## src/sx_pkg.sv

```systemverilog
// constants for the skip/subtract/swap/xor execution block
// assumes an 8-bit core with 16-bit program words and AXI4-Lite for software access
package sx_pkg;
    localparam int unsigned DATA_W = 8;
    localparam int unsigned ROM_W = 16;
    localparam int unsigned ROM_AW = 10;
    localparam int unsigned RAM_AW = 5;
    // register byte offsets
    localparam logic [7:0] OFF_CMD = 8'h00;
    localparam logic [7:0] OFF_OPND = 8'h04;
    localparam logic [7:0] OFF_WORK = 8'h08;
    localparam logic [7:0] OFF_FLAGS = 8'h0c;
    localparam logic [7:0] OFF_TBLPTR = 8'h10;
    localparam logic [7:0] OFF_THIGH = 8'h14;
    localparam logic [7:0] OFF_STAT = 8'h18;
    // command register fields
    localparam int unsigned CMD_OP_LSB = 0;
    localparam int unsigned CMD_BIT_LSB = 8;
    localparam int unsigned CMD_ADDR_LSB = 16;
    localparam int unsigned CMD_IMM_LSB = 24;
    // flag register bit positions
    localparam int unsigned FLG_C = 0;
    localparam int unsigned FLG_HC = 1;
    localparam int unsigned FLG_Z = 2;
    localparam int unsigned FLG_WRAP = 3;
    // status register bit positions
    localparam int unsigned ST_BUSY = 0;
    localparam int unsigned ST_SKIP = 1;
    localparam int unsigned ST_CYC_LSB = 4;
    localparam logic [7:0] WORK_RST = 8'h00;
    localparam logic [3:0] FLAGS_RST = 4'h0;
    localparam logic [1:0] AXI_OKAY = 2'b00;
    localparam logic [1:0] AXI_SLVERR = 2'b10;
    localparam int unsigned CYC_PLAIN = 1;
    localparam int unsigned CYC_SKIP = 2;
    typedef enum logic [4:0] {
        SX_NOP, SX_INC_SKIP, SX_INC_WORK_SKIP, SX_BIT_SET_SKIP, SX_BIT_CLR_SKIP,
        SX_BYTE_NIL_SKIP, SX_COPY_NIL_SKIP, SX_SUB_WORK, SX_SUB_MEM, SX_SUB_IMM,
        SX_SWAP_MEM, SX_SWAP_WORK, SX_TBL_CUR, SX_TBL_LAST, SX_XOR_WORK,
        SX_XOR_MEM, SX_XOR_IMM
    } sx_op_t;
    typedef enum logic [2:0] {
        SX_IDLE, SX_READ, SX_EXEC, SX_ROM, SX_DUMMY
    } sx_phase_t;
endpackage

```

## src/sx_exec.sv

```systemverilog
// execution unit for skips, subtraction, nibble exchange, table read and xor
// assumes single-cycle synchronous data memory and program memory read ports
// Notes on behaviour
// - true skip discards the prefetched instruction: two cycles, else one
// - inc_skip_zero writes memory plus one back, skips on zero sum
// - inc_to_work_skip_zero puts sum in work_register, skips on zero
// - bit_set_skip skips when the selected memory bit is one
// - bit-clear mem_nil_skip skips when the selected memory bit is zero
// - byte mem_nil_skip skips when the whole memory byte is zero
// - copy_nil_skip copies byte to work_register, skips when zero
// - minus_mem_to_work: work plus complement of memory plus one, four flags
// - minus_to_mem: same subtraction, result written to memory
// - immediate subtraction from work_register updates all four flags
// - nibble_exchange_mem swaps nibbles of memory byte in place
// - nibble_exchange_to_work puts swapped byte in work_register only
// - table_read_current_page: low byte to memory, high to table_high_latch
// - table_read_final_page: same from last page, no flag changes
// - xor memory into work_register, zero flag only
// - xor result written to memory, zero flag only
// - xor immediate into work_register, zero flag only
//
// The implementer's own choices: the register offsets and the AXI4-Lite register port.
`timescale 1ns/1ps
module sx_exec #(
    parameter int unsigned PAGE_W = 8
) (
    // clock and reset
    input wire logic aclk,
    input wire logic aresetn,
    // axi4-lite slave
    input wire logic [7:0] s_axi_awaddr,
    input wire logic s_axi_awvalid,
    output logic s_axi_awready,
    input wire logic [31:0] s_axi_wdata,
    input wire logic [3:0] s_axi_wstrb,
    input wire logic s_axi_wvalid,
    output logic s_axi_wready,
    output logic [1:0] s_axi_bresp,
    output logic s_axi_bvalid,
    input wire logic s_axi_bready,
    input wire logic [7:0] s_axi_araddr,
    input wire logic s_axi_arvalid,
    output logic s_axi_arready,
    output logic [31:0] s_axi_rdata,
    output logic [1:0] s_axi_rresp,
    output logic s_axi_rvalid,
    input wire logic s_axi_rready,
    // data memory port
    output logic [sx_pkg::RAM_AW-1:0] ram_addr,
    output logic ram_we,
    output logic [sx_pkg::DATA_W-1:0] ram_wdata,
    input wire logic [sx_pkg::DATA_W-1:0] ram_rdata,
    // program memory port
    output logic [sx_pkg::ROM_AW-1:0] rom_addr,
    input wire logic [sx_pkg::ROM_W-1:0] rom_rdata,
    // pipeline
    input wire logic [sx_pkg::ROM_AW-1:0] pc_page,
    output logic discard_fetch
);
    import sx_pkg::*;

    // the page offset comes from the 8-bit table pointer and at least one page bit must remain
    if (PAGE_W == 0 || PAGE_W > DATA_W || PAGE_W >= ROM_AW) begin : g_bad_page
        $error("sx_exec: PAGE_W out of range");
    end

    typedef struct packed {
        logic awready;
        logic wready;
        logic bvalid;
        logic [1:0] bresp;
        logic arready;
        logic rvalid;
        logic [1:0] rresp;
        logic [31:0] rdata;
        logic aw_held;
        logic [7:0] aw_addr;
        logic w_held;
        logic [31:0] w_data;
        logic [3:0] w_strb;
        sx_phase_t phase;
        sx_op_t op;
        logic [2:0] bsel;
        logic [RAM_AW-1:0] addr;
        logic [DATA_W-1:0] imm;
        logic [DATA_W-1:0] work;
        logic [3:0] flags;
        logic [DATA_W-1:0] tbl_ptr;
        logic [DATA_W-1:0] tbl_high;
        logic last_skip;
        logic [1:0] last_cycles;
        logic [RAM_AW-1:0] ram_addr;
        logic ram_we;
        logic [DATA_W-1:0] ram_wdata;
        logic [ROM_AW-1:0] rom_addr;
        logic discard;
    } sx_state_t;

    sx_state_t st, next_st;

    function automatic logic [DATA_W-1:0] nib_swap(input logic [DATA_W-1:0] v);
        return {v[3:0], v[7:4]};
    endfunction

    // returns {wrap, hc, c, result}
    function automatic logic [DATA_W+2:0] sub8(input logic [DATA_W-1:0] a,
                                               input logic [DATA_W-1:0] b);
        logic [4:0] lo;
        logic [DATA_W:0] full;
        logic [DATA_W-1:0] nb;
        logic wrap;
        nb = ~b;
        lo = {1'b0, a[3:0]} + {1'b0, nb[3:0]} + 5'h01;
        full = {1'b0, a} + {1'b0, nb} + 9'h001;
        wrap = (a[7] != b[7]) && (full[7] != a[7]);
        return {wrap, lo[4], full[8], full[7:0]};
    endfunction

    always_comb begin
        logic [DATA_W-1:0] m;
        logic [DATA_W-1:0] sum;
        logic [DATA_W+2:0] sr;
        logic skip;
        logic [7:0] rd_off;
        logic [31:0] wv;
        m = ram_rdata;
        sum = 8'(m + 8'h01);
        sr = '0;
        skip = 1'b0;
        rd_off = 8'h00;
        wv = 32'h0000_0000;
        next_st = st;
        next_st.ram_we = 1'b0;
        next_st.discard = 1'b0;

        // write channel: address and data may arrive in either order
        if (s_axi_awvalid && st.awready) begin
            next_st.aw_held = 1'b1;
            next_st.aw_addr = s_axi_awaddr;
            next_st.awready = 1'b0;
        end
        if (s_axi_wvalid && st.wready) begin
            next_st.w_held = 1'b1;
            next_st.w_data = s_axi_wdata;
            next_st.w_strb = s_axi_wstrb;
            next_st.wready = 1'b0;
        end
        if (st.bvalid && s_axi_bready) begin
            next_st.bvalid = 1'b0;
            next_st.awready = 1'b1;
            next_st.wready = 1'b1;
        end
        if (st.aw_held && st.w_held && !st.bvalid) begin
            next_st.aw_held = 1'b0;
            next_st.w_held = 1'b0;
            next_st.bvalid = 1'b1;
            next_st.bresp = AXI_OKAY;
            wv = st.w_data;
            unique case ({st.aw_addr[7:2], 2'b00})
                OFF_CMD: begin
                    // a command is only accepted while idle and with all lanes present
                    if (st.phase == SX_IDLE && st.w_strb == 4'hf) begin
                        next_st.op = sx_op_t'(wv[CMD_OP_LSB +: 5]);
                        next_st.bsel = wv[CMD_BIT_LSB +: 3];
                        next_st.addr = wv[CMD_ADDR_LSB +: RAM_AW];
                        next_st.imm = wv[CMD_IMM_LSB +: DATA_W];
                        next_st.phase = SX_READ;
                        next_st.ram_addr = wv[CMD_ADDR_LSB +: RAM_AW];
                    end else begin
                        next_st.bresp = AXI_SLVERR;
                    end
                end
                OFF_WORK: if (st.w_strb[0]) next_st.work = wv[7:0];
                OFF_FLAGS: if (st.w_strb[0]) next_st.flags = wv[3:0];
                OFF_TBLPTR: if (st.w_strb[0]) next_st.tbl_ptr = wv[7:0];
                OFF_OPND, OFF_THIGH, OFF_STAT: ;
                default: next_st.bresp = AXI_SLVERR;
            endcase
        end

        // read channel
        if (st.rvalid && s_axi_rready) begin
            next_st.rvalid = 1'b0;
            next_st.arready = 1'b1;
        end
        if (s_axi_arvalid && st.arready) begin
            next_st.arready = 1'b0;
            next_st.rvalid = 1'b1;
            next_st.rresp = AXI_OKAY;
            rd_off = {s_axi_araddr[7:2], 2'b00};
            unique case (rd_off)
                OFF_CMD: next_st.rdata = {27'h0, st.op};
                OFF_OPND: next_st.rdata = {24'h0, st.imm};
                OFF_WORK: next_st.rdata = {24'h0, st.work};
                OFF_FLAGS: next_st.rdata = {28'h0, st.flags};
                OFF_TBLPTR: next_st.rdata = {24'h0, st.tbl_ptr};
                OFF_THIGH: next_st.rdata = {24'h0, st.tbl_high};
                OFF_STAT: next_st.rdata = {26'h0, st.last_cycles, 2'b00,
                                           st.last_skip, st.phase != SX_IDLE};
                default: begin
                    next_st.rdata = 32'h0000_0000;
                    next_st.rresp = AXI_SLVERR;
                end
            endcase
        end

        unique case (st.phase)
            SX_IDLE: ;
            SX_READ: begin
                // memory read latency is one cycle
                next_st.phase = SX_EXEC;
                if (st.op == SX_TBL_CUR) begin
                    next_st.rom_addr = {pc_page[ROM_AW-1:PAGE_W], st.tbl_ptr[PAGE_W-1:0]};
                    next_st.phase = SX_ROM;
                end else if (st.op == SX_TBL_LAST) begin
                    next_st.rom_addr = {{(ROM_AW-PAGE_W){1'b1}}, st.tbl_ptr[PAGE_W-1:0]};
                    next_st.phase = SX_ROM;
                end
            end
            SX_ROM: begin
                next_st.phase = SX_EXEC;
            end
            SX_EXEC: begin
                unique case (st.op)
                    SX_INC_SKIP: begin
                        next_st.ram_we = 1'b1;
                        next_st.ram_wdata = sum;
                        skip = (sum == 8'h00);
                    end
                    SX_INC_WORK_SKIP: begin
                        next_st.work = sum;
                        skip = (sum == 8'h00);
                    end
                    SX_BIT_SET_SKIP: skip = m[st.bsel];
                    SX_BIT_CLR_SKIP: skip = !m[st.bsel];
                    SX_BYTE_NIL_SKIP: skip = (m == 8'h00);
                    SX_COPY_NIL_SKIP: begin
                        next_st.work = m;
                        skip = (m == 8'h00);
                    end
                    SX_SUB_WORK, SX_SUB_MEM, SX_SUB_IMM: begin
                        sr = sub8(st.work, (st.op == SX_SUB_IMM) ? st.imm : m);
                        next_st.flags[FLG_C] = sr[DATA_W];
                        next_st.flags[FLG_HC] = sr[DATA_W+1];
                        next_st.flags[FLG_WRAP] = sr[DATA_W+2];
                        next_st.flags[FLG_Z] = (sr[7:0] == 8'h00);
                        if (st.op == SX_SUB_MEM) begin
                            next_st.ram_we = 1'b1;
                            next_st.ram_wdata = sr[7:0];
                        end else begin
                            next_st.work = sr[7:0];
                        end
                    end
                    SX_SWAP_MEM: begin
                        next_st.ram_we = 1'b1;
                        next_st.ram_wdata = nib_swap(m);
                    end
                    SX_SWAP_WORK: next_st.work = nib_swap(m);
                    SX_TBL_CUR, SX_TBL_LAST: begin
                        next_st.ram_we = 1'b1;
                        next_st.ram_wdata = rom_rdata[7:0];
                        next_st.tbl_high = rom_rdata[15:8];
                    end
                    SX_XOR_WORK, SX_XOR_IMM: begin
                        next_st.work = st.work ^ ((st.op == SX_XOR_IMM) ? st.imm : m);
                        next_st.flags[FLG_Z] = (next_st.work == 8'h00);
                    end
                    SX_XOR_MEM: begin
                        next_st.ram_we = 1'b1;
                        next_st.ram_wdata = st.work ^ m;
                        next_st.flags[FLG_Z] = ((st.work ^ m) == 8'h00);
                    end
                    SX_NOP: ;
                    // op codes past the last one are accepted but do nothing
                    default: ;
                endcase
                next_st.last_skip = skip;
                // the prefetched word is dropped and a dummy cycle follows
                next_st.discard = skip;
                next_st.last_cycles = skip ? 2'(CYC_SKIP) : 2'(CYC_PLAIN);
                next_st.phase = skip ? SX_DUMMY : SX_IDLE;
            end
            SX_DUMMY: next_st.phase = SX_IDLE;
        endcase
    end

    always_ff @(posedge aclk) begin
        if (!aresetn) begin
            st <= '0;
            st.awready <= 1'b1;
            st.wready <= 1'b1;
            st.arready <= 1'b1;
            st.phase <= SX_IDLE;
            st.op <= SX_NOP;
            st.work <= WORK_RST;
            st.flags <= FLAGS_RST;
        end else begin
            st <= next_st;
        end
    end

    assign s_axi_awready = st.awready;
    assign s_axi_wready = st.wready;
    assign s_axi_bvalid = st.bvalid;
    assign s_axi_bresp = st.bresp;
    assign s_axi_arready = st.arready;
    assign s_axi_rvalid = st.rvalid;
    assign s_axi_rresp = st.rresp;
    assign s_axi_rdata = st.rdata;
    assign ram_addr = st.ram_addr;
    assign ram_we = st.ram_we;
    assign ram_wdata = st.ram_wdata;
    assign rom_addr = st.rom_addr;
    assign discard_fetch = st.discard;
endmodule

```

## config.mk

```make
export PLATFORM = sky130hd
export DESIGN_NAME = sx_exec
export DESIGN_NICKNAME = d
export VERILOG_FILES = /design/src/sx_pkg.sv /design/src/sx_exec.sv
export SDC_FILE = /design/constraint.sdc
export NUM_CORES = 1
export LEC_CHECK = 0
export ABC_AREA = 1
export BUFFER_PORTS_ARGS = -buffer_cell sky130_fd_sc_hd__buf_2
export CORE_MARGIN = 2
export CORE_UTILIZATION = 60
export CTS_CLUSTER_DIAMETER = 80
export CTS_CLUSTER_SIZE = 30
export DETAILED_ROUTE_END_ITERATION = 8
export HOLD_SLACK_MARGIN = 0.1
export PLACE_DENSITY_LB_ADDON = 0.15
export SYNTH_ARGS = -nofsm -noshare
export SYNTH_HDL_FRONTEND = slang
export SYNTH_SLANG_ARGS = --single-unit
```

## constraint.sdc

```tcl
create_clock -name aclk -period 7.3 [get_ports aclk]
set_clock_uncertainty 0.15 [all_clocks]
set_input_delay 1.095 -clock aclk [delete_from_list [all_inputs] [get_ports aclk]]
set_output_delay 1.095 -clock aclk [all_outputs]
set_load 0.05 [all_outputs]
```

==> results.py <==
metrics = {
    "setup_path": {
        "crit_top_cell": "nand2_1",
        "endpoint_kind": "flop",
        "critPathLaunchType": "flop",
        "arrival_ns": 3.48,
        "crit_chain": "inv_1 > nand2_1 > nor2_2 > nand2_2 > o21ai_0 > inv_1 > ha_1 > nand3_1 > nand2_1 > nand2_1 > nand2_1 > nand2_1 > nand2_1 > nor2_1 > a21oi_1 > a21oi_1",
        "crit_type": "flop to flop",
        "required_ns": 7.46,
        "rr_worst_depth": 16,
        "worst_path_largest_cell_delay_ns": 0.48,
        "worstPathMaxFanout": 19,
        "slowest_stage": "o21ai_0",
    },
    "detailed_routing": {
        "via_count": 7607,
        "drt_first_pass_iters": 6,
        "vias_per_cell": 5.50,
        "ant_nets": 0,
        "wl_per_cell_um": 15.2,
        "routed_wl_um": 21100,
        "first_iter_violations": 806,
        "drc": 0,
    },
    "floorplan": {
        "rows": 40,
        "coreArea_um2": 12100,
        "fp.dieH_um": 115,
        "num_io_pins": 159,
        "dieWidth_um": 115,
        "start_util_pct": 61.5,
        "die_area_um2": 13300,
    },
    "global_routing": {
        "grt_util_all_layers_pct": 32.4,
        "grt_max_degree": 101,
        "met1_usage_pct": 43.9,
        "grtUsageMet2_pct": 50.5,
        "grt_pass1_wl_um": 33300,
        "grt_pass1_vias": 6600,
        "overflow": 0,
        "busiest_layer": "met2",
        "grt_util_met3_pct": 7.06,
        "antenna_found_initial": 0,
    },
    "logic_synthesis": {
        "synth.distinct_cells": 48,
        "yosys_warnings": 0,
        "yosys_register_bits": 125,
        "synth_ff_type": "dfxtp_1",
        "syn_inst": 1139,
        "yosysTopAreaCellShare_pct": 33.7,
        "synth.cell_area_um2": 7420,
        "synth_area_leaders": "dfxtp_1 (34%), nand2_1 (12%), nor2_1 (8.5%)",
        "yosysSeqAreaShare_pct": 33.7,
        "async_flop_share_pct": 0,
        "synth_top_area_cell": "dfxtp_1",
        "avgSynthCellArea_um2": 6.52,
        "synth_edf_count": 0,
    },
    "final_layout": {
        "area_growth_pct": 11.2,
        "utilization_pct": 68.4,
        "nets": 1308,
        "fillers": 1178,
        "drive_gt1_share_pct": 14.8,
        "diodes": 0,
    },
    "power": {
        "ir_drop_uv": 219,
        "p_per_area_nw_per_um2": 211,
        "leakagePower_uw": 0.00390,
    },
    "place": {
        "portBuffers": 112,
        "post-dp-hpwl_um": 15500,
        "place_congestion": 0.982,
    },
    "clock_tree": {
        "cts_resized": 0,
        "cts_hold_buf": 0,
        "clock-sinks": 125,
        "cts_buffer_depth": 2,
        "post-cts-setup-buffer-count": 0,
        "path_clk_slew_ns": 0.06,
        "ctsRootBufferMaster": "clkbuf_16",
        "htree_levels": 4,
        "cts_tree": "done",
        "numCtsBuffers": 17,
        "clk_latency_ns": 0.44,
    },
    "sta": {
        "finalSetupViolCount": 0,
        "fmax_mhz": 301,
        "fin_tns_setup_ns": 0,
        "worst_slew_margin_rel_pct": 36.0,
        "finalCritPeriodShare_pct": 45.5,
        "tightest_slew_ns": 0.959,
        "fin_hold_ws_ns": 0.293,
        "timing_max_transition_violations_final": 0,
        "hold_viol": 0,
        "min_period_ns": 3.32,
        "grt_setup_unrepaired": "no",
    },
    "status": {
        "status": "finished, final reports clean",
    },
    "min_path": {
        "hp-class": "flop to flop",
        "hold_path_depth": 2,
    },
    "job": {
        "maxCapViolCount": 0,
    },
}
## Yosys cell counts (2+ instances only)
library cell / instances
nand2_1: 241
nor2_1: 168
dfxtp_1: 125
o21ai_0: 118
inv_1: 117
a21oi_1: 85
nand3_1: 64
buf_4: 62
clkbuf_1: 26
nand4_1: 16
nor3_1: 12
ha_1: 11
o21ai_1: 9
o22ai_1: 9
o211ai_1: 7
inv_2: 6
buf_2: 5
nand2_2: 4
nor2_2: 4
o2111ai_1: 4
a22oi_1: 3
nand3_2: 3
nor2_4: 3
o221ai_1: 3
xor2_1: 3
a22o_1: 2
buf_6: 2
clkinv_1: 2
nand2_4: 2
nand3_4: 2
nand3b_1: 2
or2_2: 2
xnor2_1: 2
## registers in the layout, summed over array words and instances, names as in the netlist
signal / flops
s_axi_wready: 1
st: 85
s_axi_bvalid: 1
s_axi_arready: 1
s_axi_rresp: 1
s_axi_awready: 1
ram_addr: 5
s_axi_bresp: 1
s_axi_rvalid: 1
rom_addr: 10
ram_wdata: 8
ram_we: 1
s_axi_rdata: 8
discard_fetch: 1
## path summary, 6_finish.rpt
kind / from / endpoint / slack (ns)
setup / recovery: st[74] / st[46] / 3.98
hold / removal: ram_addr[4] / ram_addr[4] / 0.29
setup reg to reg: st[74] / st[46] / 3.98
hold reg to reg: ram_addr[4] / ram_addr[4] / 0.29
## power breakdown
group          internal, µW  total (µW)  switching, µW
combinational          57.0         210            153
clock                   475         800            325
sequential              709         729           20.0
## metal layers
layer,share of wire [%],vias to the layer above
met2,44,416
met3,10,63
met5,0,-
li1,-,3753
met1,43,3375
met4,3.2,0
## placed cells by master (no fill, tap or decap), types with 9 or more instances in the layout
master and instances:
o21ai_0 118, ha_1 11, a21oi_1 85, nand4_1 16, o21ai_1 9, conb_1 26, o22ai_1 9, inv_1 117
buf_2 112, nand2_1 241, nor2_1 168, nand3_1 64, nor3_1 12, clkbuf_16 17, dfxtp_1 125
## critical path, delay by kind of cell (launching register included)
kind            cells  cell delay (ns)
simple gates       10             1.31
compound gates      3             0.79
flops               1             0.39
fa+ha+maj           1             0.31
buf+inv             2             0.27
## area by class of cell
type | instances | area [µm²] | area share (%)
Sequential cell | 125 | 2500 | 30.3
Inverter | 127 | 484 | 5.87
Timing Repair Buffer | 115 | 583 | 7.07
Clock inverter | 13 | 115 | 1.39
Tap cell | 168 | 210 | 2.55
Multi-Input combinational cell | 817 | 3920 | 47.5
Clock buffer | 18 | 439 | 5.32
## stage by stage
step / setup slack, ns / instances / area (µm²) / power [µW]
6_report: 3.98 / 1383 / 8250 / 1740
5_1_grt: 3.76 / 1383 / 8250 / 1800
4_1_cts: 4.05 / 1383 / 8250 / 1740
3_5_place_dp: 3.85 / 1352 / 7700 / 949
3_3_place_gp: 3.85 / 1352 / 7700 / 944
2_1_floorplan: 4.42 / 1164 / 7510 / 899
## cell families (layout without fill, tap and decap cells)
kind of cell	after synthesis	count (layout)	synth area share, %
compound gates	245	245	17.8
flops	125	125	33.7
buf+inv	222	273	14.8
xor+xnor	5	5	0.590
simple gates	529	529	31.0
other cells	1	26	0.0505
fa+ha+maj	12	12	2.12
Note: power is estimated with default switching activity, not from simulation.
